**src/lcce_cfg.svh**
```systemverilog
// opcode patterns, instruction lengths and machine-cycle counts
// assumes a core clock at 100 MHz and four clocks per machine cycle
`ifndef LCCE_CFG_SVH
`define LCCE_CFG_SVH

`define LCCE_MC_CLKS       4'h4
`define LCCE_CNT_W         4

`define LCCE_OP_AND_A_RN   5'h0B
`define LCCE_OP_AND_A_DIR  8'h55
`define LCCE_OP_AND_A_IND  7'h2B
`define LCCE_OP_AND_A_IMM  8'h54
`define LCCE_OP_AND_D_A    8'h52
`define LCCE_OP_AND_D_IMM  8'h53
`define LCCE_OP_AND_C_BIT  8'h82
`define LCCE_OP_AND_C_NBIT 8'hB0
`define LCCE_OP_CMP_A_DIR  8'hB5
`define LCCE_OP_CMP_A_IMM  8'hB4
`define LCCE_OP_CMP_RN     5'h17
`define LCCE_OP_CMP_IND    7'h5B
`define LCCE_OP_CLR_A      8'hE4
`define LCCE_OP_CLR_C      8'hC3
`define LCCE_OP_CLR_BIT    8'hC2
`define LCCE_OP_CPL_A      8'hF4
`define LCCE_OP_CPL_C      8'hB3
`define LCCE_OP_CPL_BIT    8'hB2

`define LCCE_CYC_ONE       3'h1
`define LCCE_CYC_TWO       3'h2
`define LCCE_CYC_THREE     3'h3
`define LCCE_CYC_CMP       3'h4

`define LCCE_LEN_ONE       2'h1
`define LCCE_LEN_TWO       2'h2
`define LCCE_LEN_THREE     2'h3

`define LCCE_BITRAM_BASE   8'h20
`define LCCE_SFR_BASE      8'h80
`define LCCE_PC_RST        16'h0000
`endif

```
**src/lcce_pkg.sv**
```systemverilog
// types shared by the decoder and the execution unit
// no assumptions beyond the cfg header
package lcce_pkg;
	typedef enum logic [3:0] {
		OPC_NONE,
		OPC_AND_BYTE,
		OPC_AND_BIT,
		OPC_CMP,
		OPC_CLR_A,
		OPC_CPL_A,
		OPC_CLR_C,
		OPC_CPL_C,
		OPC_CLR_BIT,
		OPC_CPL_BIT
	} lcce_opc_t;

	typedef enum logic [2:0] {
		SRC_NONE,
		SRC_REG,
		SRC_IND,
		SRC_DIR,
		SRC_BIT
	} lcce_src_t;
endpackage : lcce_pkg

```
**src/lcce_decode.sv**
```systemverilog
// opcode decoder for the and / compare-branch / clear / complement group
// combinational; the opcode comes from a register in the execution unit
`include "lcce_cfg.svh"
module lcce_decode
	import lcce_pkg::*;
(
	// opcode in
	input  wire logic [7:0] i_opcode,
	// decoded fields
	output lcce_opc_t       o_opc,
	output lcce_src_t       o_src,
	output logic            o_dst_dir,
	output logic            o_use_imm,
	output logic            o_inv,
	output logic [2:0]      o_cycles,
	output logic [1:0]      o_len
);
	always_comb begin
		o_opc     = OPC_NONE;
		o_src     = SRC_NONE;
		o_dst_dir = 1'b0;
		o_use_imm = 1'b0;
		o_inv     = 1'b0;
		o_cycles  = `LCCE_CYC_ONE;
		o_len     = `LCCE_LEN_ONE;
		if (i_opcode[7:3] == `LCCE_OP_AND_A_RN) begin
			o_opc = OPC_AND_BYTE;
			o_src = SRC_REG;
		end else if (i_opcode[7:1] == `LCCE_OP_AND_A_IND) begin
			o_opc = OPC_AND_BYTE;
			o_src = SRC_IND;
		end else if (i_opcode[7:3] == `LCCE_OP_CMP_RN) begin
			o_opc    = OPC_CMP;
			o_src    = SRC_REG;
			o_cycles = `LCCE_CYC_CMP;
			o_len    = `LCCE_LEN_THREE;
		end else if (i_opcode[7:1] == `LCCE_OP_CMP_IND) begin
			o_opc    = OPC_CMP;
			o_src    = SRC_IND;
			o_cycles = `LCCE_CYC_CMP;
			o_len    = `LCCE_LEN_THREE;
		end else begin
			unique case (i_opcode)
				`LCCE_OP_AND_A_DIR: begin
					o_opc = OPC_AND_BYTE;
					o_src = SRC_DIR;
					o_cycles = `LCCE_CYC_TWO;
					o_len = `LCCE_LEN_TWO;
				end
				`LCCE_OP_AND_A_IMM: begin
					o_opc = OPC_AND_BYTE;
					o_use_imm = 1'b1;
					o_cycles = `LCCE_CYC_TWO;
					o_len = `LCCE_LEN_TWO;
				end
				`LCCE_OP_AND_D_A: begin
					o_opc = OPC_AND_BYTE;
					o_src = SRC_DIR;
					o_dst_dir = 1'b1;
					o_cycles = `LCCE_CYC_TWO;
					o_len = `LCCE_LEN_TWO;
				end
				`LCCE_OP_AND_D_IMM: begin
					o_opc = OPC_AND_BYTE;
					o_src = SRC_DIR;
					o_dst_dir = 1'b1;
					o_use_imm = 1'b1;
					o_cycles = `LCCE_CYC_THREE;
					o_len = `LCCE_LEN_THREE;
				end
				`LCCE_OP_AND_C_BIT, `LCCE_OP_AND_C_NBIT: begin
					o_opc = OPC_AND_BIT;
					o_src = SRC_BIT;
					o_inv = (i_opcode == `LCCE_OP_AND_C_NBIT);
					o_cycles = `LCCE_CYC_TWO;
					o_len = `LCCE_LEN_TWO;
				end
				`LCCE_OP_CMP_A_DIR: begin
					o_opc = OPC_CMP;
					o_src = SRC_DIR;
					o_cycles = `LCCE_CYC_CMP;
					o_len = `LCCE_LEN_THREE;
				end
				`LCCE_OP_CMP_A_IMM: begin
					o_opc = OPC_CMP;
					o_use_imm = 1'b1;
					o_cycles = `LCCE_CYC_CMP;
					o_len = `LCCE_LEN_THREE;
				end
				`LCCE_OP_CLR_A: o_opc = OPC_CLR_A;
				`LCCE_OP_CPL_A: o_opc = OPC_CPL_A;
				`LCCE_OP_CLR_C: o_opc = OPC_CLR_C;
				`LCCE_OP_CPL_C: o_opc = OPC_CPL_C;
				`LCCE_OP_CLR_BIT, `LCCE_OP_CPL_BIT: begin
					o_opc = (i_opcode == `LCCE_OP_CLR_BIT) ? OPC_CLR_BIT : OPC_CPL_BIT;
					o_src = SRC_BIT;
					o_cycles = `LCCE_CYC_TWO;
					o_len = `LCCE_LEN_TWO;
				end
				default: o_opc = OPC_NONE;
			endcase
		end
	end
endmodule : lcce_decode

```
**src/lcce_exec.sv**
```systemverilog
// execution unit for byte/bit and, compare-and-branch-if-unequal,
// and clear/complement of accumulator, carry or an addressable bit
// assumes: core supplies accumulator, carry, pc and bank on the same clock;
// internal data memory answers a read one clock after o_rd_en
//
// Operation
// - byte and writes the bitwise and of both operands, flags untouched
// - accumulator dest takes reg, direct, indirect, immediate; direct dest takes acc, immediate
// - byte and with a direct port destination reads the output latch, not the pins
// - bit and clears carry when source bit is zero, else keeps it
// - inverted variant uses complement of bit, addressed bit left alone
// - bit and source uses direct bit addressing only
// - compare branches only when operands differ, operands unmodified
// - pc advances by three, then adds signed offset if taken
// - compare sets carry when first operand below second, else clears it
// - accumulator compares against direct byte or immediate
// - indirect location or working register compares against immediate
// - clear accumulator zeroes all eight bits, flags untouched
// - bit clear zeroes carry or any direct bit only
// - complement accumulator inverts every bit, flags untouched
// - bit complement inverts carry or any direct bit only
// - bit complement on a pin reads the output latch
`include "lcce_cfg.svh"
module lcce_exec
	import lcce_pkg::*;
(
	// clock and reset
	input  wire logic        i_mclk,
	input  wire logic        i_rst,
	// instruction in
	input  wire logic        i_start,
	input  wire logic [7:0]  i_opcode,
	input  wire logic [7:0]  i_byte2,
	input  wire logic [7:0]  i_byte3,
	output logic             o_ready,
	// core state
	input  wire logic [7:0]  i_acc,
	input  wire logic        i_cy,
	input  wire logic [15:0] i_pc,
	input  wire logic [1:0]  i_bank,
	// data memory read
	output logic             o_rd_en,
	output logic [7:0]       o_rd_addr,
	output logic             o_rd_ind,
	output logic             o_rd_latch,
	input  wire logic [7:0]  i_rd_data,
	// data memory write
	output logic             o_wr_en,
	output logic [7:0]       o_wr_addr,
	output logic [7:0]       o_wr_data,
	// core state updates
	output logic             o_acc_we,
	output logic [7:0]       o_acc_data,
	output logic             o_cy_we,
	output logic             o_cy_data,
	output logic             o_pc_we,
	output logic [15:0]      o_pc_data,
	// completion
	output logic             o_done,
	output logic             o_bad_op
);
	////////////////////////////////////////////////////////////////////////
	typedef enum logic [4:0] {
		S_IDLE = 5'h01,
		S_PTR  = 5'h02,
		S_RD   = 5'h04,
		S_RDW  = 5'h08,
		S_EXEC = 5'h10
	} lcce_state_t;

	lcce_state_t             state_q;
	lcce_opc_t               dec_opc;
	lcce_src_t               dec_src;
	logic                    dec_dst_dir;
	logic                    dec_use_imm;
	logic                    dec_inv;
	logic [2:0]              dec_cycles;
	logic [1:0]              dec_len;
	logic [7:0]              opcode_q;
	logic [7:0]              b2_q;
	logic [7:0]              b3_q;
	logic [15:0]             pc_q;
	logic [1:0]              bank_q;
	logic [7:0]              opnd_q;
	logic [`LCCE_CNT_W-1:0]  cnt_q;
	logic [`LCCE_CNT_W-1:0]  last_cnt;
	logic [7:0]              bit_byte;
	logic [2:0]              bit_pos;
	logic                    commit;

	lcce_decode u_decode (
		.i_opcode  (opcode_q),
		.o_opc     (dec_opc),
		.o_src     (dec_src),
		.o_dst_dir (dec_dst_dir),
		.o_use_imm (dec_use_imm),
		.o_inv     (dec_inv),
		.o_cycles  (dec_cycles),
		.o_len     (dec_len)
	);

	assign o_ready = (state_q == S_IDLE);

	// bit address: low half maps into the bit-addressable ram, high half onto sfr bytes
	assign bit_pos  = b2_q[2:0];
	assign bit_byte = b2_q[7] ? {b2_q[7:3], 3'b000} : (`LCCE_BITRAM_BASE | {4'h0, b2_q[6:3]});

	assign last_cnt = ({1'b0, dec_cycles} * `LCCE_MC_CLKS) - `LCCE_CNT_W'(1);
	assign commit   = (state_q == S_EXEC) && (cnt_q >= last_cnt);

	////////////////////////////////////////////////////////////////////////
	// instruction capture
	always_ff @(posedge i_mclk) begin
		if (i_rst) begin
			opcode_q <= 8'h00;
			b2_q     <= 8'h00;
			b3_q     <= 8'h00;
			pc_q     <= `LCCE_PC_RST;
			bank_q   <= 2'h0;
		end else if (i_start && o_ready) begin
			opcode_q <= i_opcode;
			b2_q     <= i_byte2;
			b3_q     <= i_byte3;
			pc_q     <= i_pc;
			bank_q   <= i_bank;
		end
	end

	// machine-cycle clock count since the instruction was taken
	always_ff @(posedge i_mclk) begin
		if (i_rst || (i_start && o_ready)) begin
			cnt_q <= '0;
		end else if (state_q != S_IDLE) begin
			cnt_q <= cnt_q + `LCCE_CNT_W'(1);
		end
	end

	////////////////////////////////////////////////////////////////////////
	// sequencer; decode is valid from the state after capture
	always_ff @(posedge i_mclk) begin
		if (i_rst) begin
			state_q <= S_IDLE;
		end else begin
			unique case (state_q)
				S_IDLE: begin
					if (i_start) begin
						state_q <= S_PTR;
					end
				end
				S_PTR: begin
					if (dec_src == SRC_IND) begin
						state_q <= S_RD;
					end else if (dec_src == SRC_NONE) begin
						state_q <= S_EXEC;
					end else begin
						state_q <= S_RDW;
					end
				end
				S_RD: state_q <= S_RDW;
				S_RDW: state_q <= S_EXEC;
				S_EXEC: begin
					if (commit) begin
						state_q <= S_IDLE;
					end
				end
			endcase
		end
	end

	// reads: S_PTR fetches the register (or direct/bit byte), S_RD the pointed-to location
	always_comb begin
		o_rd_en    = 1'b0;
		o_rd_addr  = 8'h00;
		o_rd_ind   = 1'b0;
		o_rd_latch = 1'b0;
		if (state_q == S_PTR) begin
			o_rd_en = (dec_src != SRC_NONE);
			unique case (dec_src)
				SRC_REG: o_rd_addr = {3'b000, bank_q, opcode_q[2:0]};
				SRC_IND: o_rd_addr = {3'b000, bank_q, 2'b00, opcode_q[0]};
				SRC_DIR: o_rd_addr = b2_q;
				SRC_BIT: o_rd_addr = bit_byte;
				default: o_rd_addr = 8'h00;
			endcase
			// read-modify-write takes the port latch; a plain compare still sees the pins
			o_rd_latch = dec_dst_dir || (dec_opc == OPC_CLR_BIT) || (dec_opc == OPC_CPL_BIT);
		end else if (state_q == S_RD) begin
			o_rd_en   = 1'b1;
			o_rd_addr = i_rd_data;
			o_rd_ind  = 1'b1;
		end
	end

	always_ff @(posedge i_mclk) begin
		if (i_rst) begin
			opnd_q <= 8'h00;
		end else if (state_q == S_RDW) begin
			opnd_q <= i_rd_data;
		end
	end

	////////////////////////////////////////////////////////////////////////
	// result and commit; all update enables are one-cycle registered pulses, data outputs hold their last value
	logic [7:0]  res_byte;
	logic [7:0]  cmp_a;
	logic [7:0]  cmp_b;
	logic        src_bit;
	logic [15:0] pc_seq;

	always_comb begin
		src_bit  = opnd_q[bit_pos] ^ dec_inv;
		pc_seq   = pc_q + {14'h0000, dec_len};
		cmp_a    = (dec_src == SRC_REG || dec_src == SRC_IND) ? opnd_q : i_acc;
		cmp_b    = (dec_src == SRC_DIR) ? opnd_q : b2_q;
		res_byte = 8'h00;
		if (dec_dst_dir) begin
			res_byte = opnd_q & (dec_use_imm ? b3_q : i_acc);
		end else begin
			res_byte = i_acc & ((dec_use_imm) ? b2_q : opnd_q);
		end
	end

	always_ff @(posedge i_mclk) begin
		if (i_rst) begin
			o_acc_we   <= 1'b0;
			o_acc_data <= 8'h00;
			o_cy_we    <= 1'b0;
			o_cy_data  <= 1'b0;
			o_pc_we    <= 1'b0;
			o_pc_data  <= `LCCE_PC_RST;
			o_wr_en    <= 1'b0;
			o_wr_addr  <= 8'h00;
			o_wr_data  <= 8'h00;
			o_done     <= 1'b0;
			o_bad_op   <= 1'b0;
		end else begin
			o_acc_we <= 1'b0;
			o_cy_we  <= 1'b0;
			o_pc_we  <= commit;
			o_wr_en  <= 1'b0;
			o_done   <= commit;
			o_bad_op <= commit && (dec_opc == OPC_NONE);
			if (commit) begin
				o_pc_data <= pc_seq;
				unique case (dec_opc)
					OPC_AND_BYTE: begin
						o_acc_we   <= !dec_dst_dir;
						o_acc_data <= res_byte;
						o_wr_en    <= dec_dst_dir;
						o_wr_addr  <= b2_q;
						o_wr_data  <= res_byte;
					end
					OPC_AND_BIT: begin
						o_cy_we   <= 1'b1;
						o_cy_data <= i_cy & src_bit;
					end
					OPC_CMP: begin
						o_cy_we   <= 1'b1;
						o_cy_data <= (cmp_a < cmp_b);
						if (cmp_a != cmp_b) begin
							o_pc_data <= pc_seq + {{8{b3_q[7]}}, b3_q};
						end
					end
					OPC_CLR_A: begin
						o_acc_we   <= 1'b1;
						o_acc_data <= 8'h00;
					end
					OPC_CPL_A: begin
						o_acc_we   <= 1'b1;
						o_acc_data <= ~i_acc;
					end
					OPC_CLR_C: begin
						o_cy_we   <= 1'b1;
						o_cy_data <= 1'b0;
					end
					OPC_CPL_C: begin
						o_cy_we   <= 1'b1;
						o_cy_data <= ~i_cy;
					end
					OPC_CLR_BIT, OPC_CPL_BIT: begin
						o_wr_en   <= 1'b1;
						o_wr_addr <= bit_byte;
						o_wr_data <= opnd_q;
						o_wr_data[bit_pos] <= (dec_opc == OPC_CPL_BIT) ? ~opnd_q[bit_pos] : 1'b0;
					end
					default: o_acc_we <= 1'b0;
				endcase
			end
		end
	end
endmodule : lcce_exec

```
**config.mk**
```make
export PLATFORM = sky130hd
export DESIGN_NAME = lcce_exec
export DESIGN_NICKNAME = d
export VERILOG_FILES = /design/src/lcce_pkg.sv /design/src/lcce_decode.sv /design/src/lcce_exec.sv
export VERILOG_INCLUDE_DIRS = /design/src
export SDC_FILE = /design/constraint.sdc
export NUM_CORES = 1
export LEC_CHECK = 0
export BUFFER_PORTS_ARGS = -buffer_cell sky130_fd_sc_hd__buf_4
export CAP_MARGIN = 20
export CORE_MARGIN = 2
export CORE_UTILIZATION = 51
export DETAILED_ROUTE_END_ITERATION = 10
export PLACE_DENSITY = 0.84
export SETUP_SLACK_MARGIN = 0.1
export SYNTH_ARGS = -nofsm -noshare
export SYNTH_HDL_FRONTEND = slang
export SYNTH_HIERARCHICAL = 1
export SYNTH_SLANG_ARGS = --single-unit
```
**constraint.sdc**
```tcl
create_clock -name i_mclk -period 4.11 [get_ports i_mclk]
set_clock_uncertainty 0.05 [all_clocks]
set_input_delay 0.411 -clock i_mclk [delete_from_list [all_inputs] [get_ports i_mclk]]
set_output_delay 0.411 -clock i_mclk [all_outputs]
set_load 0.03 [all_outputs]
```
==> flow_metrics.py, run 1 <==
metrics = {
    "run_status": {
        "outcome": "completed",
    },
    "logic_synthesis": {
        "syn_inst": 879,
        "ys_seq_elements": 105,
        "synth-async-reset-ratio_pct": 0,
        "yosys.area.top_type": "dfxtp_1",
        "avgSynthCellArea_sq_um": 7.73,
        "synth_top_area_share_pct": 30.9,
        "synthTopCellsByArea": "dfxtp_1, nand2_1, a21oi_1, ha_1, mux2i_1",
        "synth_fp_nets": 974,
        "synth_area_sq_mm": 0.00680,
        "synth_edf_count": 0,
        "synthFlopType": "dfxtp_1",
        "ys_warn_count": 6,
        "synth-seq-area-share_pct": 30.9,
        "yosysUniqueCellTypes": 86,
    },
    "drt": {
        "num_vias": 6779,
        "drc": 0,
        "wirelength_mm": 19.1,
        "wire_per_inst_microns": 16.6,
        "drtPass1Iterations": 5,
        "viasPerCell": 5.89,
        "ant_nets": 0,
        "initialDrtViolationCount": 663,
    },
    "sta": {
        "finalSetupViolCount": 0,
        "max_freq_ghz": 0.260,
        "setup_tns_ns": 0,
        "timing.final.max_slew_violations": 0,
        "rsz0062_at_grt": "true",
        "finalWorstSetupSlack_ns": 0.259,
        "finalCriticalPeriod_ns": 3.85,
        "relSlewSlack_pct": 28.8,
        "tightest_slew_ns": 1.07,
        "hold_viol": 0,
        "fin_crit_sh_pct": 93.7,
    },
    "place": {
        "preCtsSetupSlack_ns": 0.0421,
        "dp_hpwl_mm": 13.9,
        "place.gp.congestion": 0.929,
        "port_buffers": 120,
        "post_dp_cell_area_sq_mm": 0.00777,
    },
    "floorplan": {
        "rows": 42,
        "die_x_microns": 119,
        "die_height_microns": 119,
        "initial_core_util_pct": 51.7,
        "coreArea_sq_mm": 0.0131,
        "pin_count": 121,
        "design.die.area_sq_mm": 0.0143,
    },
    "worst_hold_path": {
        "whs_path_depth": 3,
        "hold_path.class": "primary input to flip-flop",
        "min_to": "opcode_q[5]",
        "hp-start": "i_opcode[5]",
    },
    "pwr": {
        "p_leak_nw": 3.25,
        "ir_worst_vdd_v": 0.000212,
        "power.total_mw": 2.32,
        "powerDensity_mw_per_mm2": 284,
    },
    "grt": {
        "track_usage_pct": 26.8,
        "grt_pass1_wl_mm": 30.6,
        "antenna_found_initial": 0,
        "grt_pass1_vias": 6197,
        "grt_overflow": 0,
        "grt_max_degree": 106,
    },
    "clock_network": {
        "cts_buffers": 9,
        "clockRootBuffer": "clkbuf_16",
        "clk_latency_ns": 0.36,
        "cts_tree": "yes",
        "cts-htree-levels": 3,
        "clock_sinks": 105,
        "cts_hold_buf": 0,
        "clock_path_buffers": 2,
        "clkTransAtPathRegs_ns": 0.07,
    },
    "finish": {
        "fin_area_sq_mm": 0.00816,
        "final_util_pct": 62.1,
        "drive_gt1_share_pct": 20.0,
        "synthToLayoutAreaGrowth_pct": 20.0,
        "mostFrequentLayoutCells": "nand2_1, buf_4, dfxtp_1",
        "antenna-diode-count": 0,
        "final_common_cell": "nand2_1",
        "fillCellCount": 1224,
        "final_nets": 1064,
    },
    "critical_path": {
        "end_kind": "flip-flop",
        "worstSetupPathType": "flip-flop to flip-flop",
        "reg2regPathDepth": 15,
        "startpoint_type": "flip-flop",
        "crit_fanout": 11,
        "r2r_end": "o_pc_data[14]",
        "regToRegStartpoint": "opcode_q[5]",
        "rrSetupSlack_ns": 0.26,
        "arrival_ns": 4.00,
        "crit_required_ns": 4.25,
    },
    "run": {
        "maxCapViolCount": 0,
    },
}
-- sequential cells by signal (all words and copies together), names as in the netlist --
signal and cells:
state_q 5, o_cy_we 1, o_pc_data 16, o_bad_op 1
o_wr_addr 8, o_wr_en 1, o_done 1, b2_q 8
b3_q 8, bank_q 2, opnd_q 8, pc_q 16
o_wr_data 8, opcode_q 8, o_cy_data 1, o_acc_data 8
o_acc_we 1, cnt_q 4
-- cells in the mapped netlist, drive strengths merged, types with 5 or more instances --
cell type and number:
nand2 157, or3 15, o21ai 41, mux2i 28
xnor2 16, a21o 12, nand3b 7, inv 18
a22o 5, clkbuf 39, a211oi 20, nor3 19
nand3 27, and3 9, buf 21, nor2 66
xor2 6, nor3b 16, nand2b 7, a311oi 5
dfxtp 105, ha 31, nor2b 5, a32o 9
and3b 5, a21oi 93, nand4 9, o21a 5
and2 6, a31oi 12
-- cells by family after synthesis --
family                   share of synthesized area (%)
buffers and inverters                             5.10
XOR/XNOR                                          2.83
multiplexers                                      4.12
adder cells (fa/ha/maj)                           6.29
AO/OA/AOI/OAI                                     23.9
AND/OR/NAND/NOR                                   26.8
flip-flops                                        30.9
-- metrics by stage --
step / cells / hold slack, ns
CTS: 1149 / 0.233
global route: 1150 / 0.240
finish: 1150 / 0.241
floorplan: 879 / 0.383
global placement: 1133 / 0.390
detailed placement: 1133 / 0.398
-- layout make-up --
class,instances,area [sq um],area share [%]
repair buffers,139,1040,12.8
inverters,18,67.6,0.828
multi-input cells,696,4410,54.0
clock inverters,5,78.8,0.966
well taps,176,220,2.70
clock buffers,11,233,2.85
flip-flops and latches,105,2110,25.9
-- worst max-delay path, cell delays in order (launching register included) --
cell and delay (ns):
dfxtp_4 0.40, and4bb_4 0.23, and2b_4 0.19, a211o_1 0.30
ha_1 0.29, a21o_1 0.19, and3_4 0.23, nand3_1 0.13
xnor2_2 0.17, ha_2 0.33, a21o_1 0.18, a21o_1 0.17
a221o_1 0.34, a31oi_1 0.21, a2bb2oi_1 0.19, a21oi_1 0.08
-- worst max path at each step --
stage,startpoint,endpoint,slack [ns]
final,opcode_q[5],o_pc_data[14],0.26
after global routing,opcode_q[5],o_pc_data[13],0.04
after detailed placement,opcode_q[5],o_pc_data[12],0.04
after CTS,opcode_q[4],o_pc_data[15],0.15
after floorplan,opcode_q[5],o_pc_data[15],0.13
after global placement,opcode_q[5],o_pc_data[12],0.13
-- report_power, final --
| group | internal, mW | switching [mW] |
|---|---|---|
| sequential | 1.05 | 0.0465 |
| clock | 0.535 | 0.388 |
| combinational | 0.131 | 0.170 |
-- layer usage --
layer,track usage (%),wire (microns)
met1,35.6,8390
met2,42.6,8740
met5,0,0
met4,12.2,583
met3,4.65,1410
-- repair_timing --
item                                    CTS  global route
endpoints found under the setup margin    2            14
pin swaps                                 0             5
resized for setup                         2            18
buffers inserted                          0             1
(Power assumes the default switching activity.)
==> run 2, diff against run 1 <==
- CORE_UTILIZATION: 51 -> 53
- CTS_BUF_LIST: default -> sky130_fd_sc_hd__clkbuf_4 sky130_fd_sc_hd__clkbuf_8
- PLACE_DENSITY: 0.84 -> 0.86
==> run 2 against run 1 <==
Count of clock-buffer cells in the layout down 2. Critical path depth did not move. Hold slack lost 0.039 ns. Die area down 3.6%. Combinational power about the same. First-iteration DRC count grew 7.5%. Critical path type unchanged. Critical endpoint unchanged. Largest cell class unchanged. Largest power group unchanged.
==> flow_metrics.py, run 2 (synthesis results as in run 1) <==
metrics = {
    "finish": {
        "fillCellCount": 1119,
        "final_util_pct": 64.0,
        "top_regs": "o_pc_data (16), pc_q (16)",
        "final_common_cell": "nand2_1",
        "antenna-diode-count": 0,
        "synthToLayoutAreaGrowth_pct": 18.3,
        "multi_input_area_sq_mm": 0.00440,
        "mostFrequentLayoutCells": "nand2_1, buf_4, dfxtp_1",
        "regArea_sq_mm": 0.00211,
        "final_nets": 1064,
        "drive_gt1_share_pct": 20.2,
    },
    "pwr": {
        "p_sw_mw": 0.593,
        "p_int_mw": 1.46,
        "powerDensity_mw_per_mm2": 256,
        "p_clk_share_pct": 32.2,
        "seqPwrFrac_pct": 53.1,
        "power.total_mw": 2.06,
        "ir_worst_vdd_v": 0.000164,
        "p_leak_nw": 3.20,
        "swShare_pct": 28.9,
        "combPwrFrac_pct": 14.6,
    },
    "sta": {
        "fin_crit_sh_pct": 94.9,
        "rsz0062_at_grt": "true",
        "tightest_slew_ns": 1.08,
        "finalCriticalPeriod_ns": 3.90,
        "max_freq_ghz": 0.256,
        "timing.final.max_slew_violations": 0,
        "setup_tns_ns": 0,
        "finalSetupViolCount": 0,
        "finalWorstSetupSlack_ns": 0.211,
        "hold_viol": 0,
        "relSlewSlack_pct": 28.1,
    },
    "clock_network": {
        "cts_buffers": 9,
        "clk_latency_ns": 0.39,
        "clock_path_buffers": 2,
        "cts-htree-levels": 3,
        "clockRootBuffer": "clkbuf_8",
        "clock_sinks": 105,
        "cts_tree": "yes",
        "cts_setup_buffers": 0,
        "clkTransAtPathRegs_ns": 0.11,
    },
    "critical_path": {
        "crit_fanout": 8,
        "critical_path.cell_chain": "nand2b_1, nand2_1, a211o_1, ha_1, a21o_1, and3_2, nand3_1, xnor2_2, ha_1, a21o_1, a21o_1, a221o_1, a31oi_2, a2bb2oi_1, a21oi_1",
        "cpMostUsedCell": "a21o_1",
        "cpLargestDelayFamily": "compound AO/OA/AOI/OAI gates",
        "rrSetupSlack_ns": 0.21,
        "regToRegStartpoint": "opcode_q[1]",
        "critPathBufInv": 0,
        "r2r_end": "o_pc_data[14]",
        "reg2regPathDepth": 15,
        "worstSetupPathType": "flip-flop to flip-flop",
        "critPathSlowestCell": "dfxtp_2",
        "arrival_ns": 4.10,
        "cp_slowest_stage_delay_ns": 0.42,
        "crit_required_ns": 4.31,
        "startpoint_type": "flip-flop",
        "end_kind": "flip-flop",
    },
    "place": {
        "dp_hpwl_mm": 14.2,
        "place.gp.congestion": 0.942,
        "preCtsSetupSlack_ns": -0.0173,
        "port_buffers": 120,
    },
    "worst_hold_path": {
        "whs_path_depth": 3,
        "min_to": "opcode_q[5]",
        "hold_path.class": "primary input to flip-flop",
        "hp-start": "i_opcode[5]",
    },
    "drt": {
        "ant_nets": 0,
        "drc": 0,
        "initialDrtViolationCount": 713,
        "drtPass1Iterations": 5,
        "num_vias": 6781,
        "wire_per_inst_microns": 16.8,
        "viasPerCell": 5.92,
        "wirelength_mm": 19.2,
    },
    "floorplan": {
        "rows": 41,
        "pin_count": 121,
        "die_height_microns": 117,
        "design.die.area_sq_mm": 0.0137,
        "coreArea_sq_mm": 0.0126,
        "die_x_microns": 117,
        "initial_core_util_pct": 54.1,
    },
    "run_status": {
        "outcome": "completed",
    },
    "run": {
        "maxCapViolCount": 0,
    },
    "grt": {
        "grt_pass1_vias": 5921,
        "grt_overflow": 0,
        "track_usage_pct": 27.6,
        "grt_max_degree": 106,
        "antenna_found_initial": 0,
        "grt_pass1_wl_mm": 29.7,
    },
}
## run 2: timing repair
item                       4_1_cts  5_1_grt
gates resized for setup          5       16
pin swaps                        0        3
setup endpoints to repair        3       10
hold buffers                     0        0
## run 2: through the flow
step                      instance area (sq um)  hold WS, ns  cells
after detailed placement                   7780        0.399   1130
after global routing                       8040        0.193   1146
after CTS                                  8000        0.191   1146
final                                      8040        0.202   1146
after floorplan                            6800        0.383    879
after global placement                     7780        0.390   1130
## run 2: worst max path at each step
stage / to / slack [ns] / cells past startpoint / from
after CTS: o_pc_data[14] / 0.11 / 16 / opcode_q[2]
after global routing: o_pc_data[12] / 0.06 / 14 / opcode_q[2]
after floorplan: o_pc_data[15] / 0.13 / 18 / opcode_q[5]
final: o_pc_data[14] / 0.21 / 15 / opcode_q[1]
after detailed placement: o_pc_data[12] / -0.02 / 13 / opcode_q[6]
after global placement: o_pc_data[12] / 0.04 / 13 / opcode_q[6]
## run 2: layout make-up
cell class              count  share of cell area [%]
inverters                  18                   0.840
multi-input cells         696                    54.7
repair buffers            139                    13.0
clock inverters             7                   0.980
clock buffers               9                    1.54
well taps                 172                    2.68
flip-flops and latches    105                    26.3
## run 2: worst min-delay path, cell delays in order
cell and delay [ns]:
buf_4 0.11, nand2_1 0.05, a21oi_1 0.05
## run 2: power by group through the flow
stage	Sequential, mW	Clock, mW	Combinational [mW]
6_report	1.09	0.663	0.301
5_1_grt	1.10	0.712	0.332
4_1_cts	1.09	0.675	0.295
3_5_place_dp	1.11	0	0.291
3_3_place_gp	1.11	0	0.289
2_1_floorplan	1.09	0	0.203
## run 2: per-layer routing
layer  routed length [microns]  up-vias  track usage (%)
li1                          -     3336                -
met1                      8670     3119             37.8
met2                      9020      305             45.6
met3                      1330       21             4.53
met4                       225        0             6.90
met5                         0        -                0
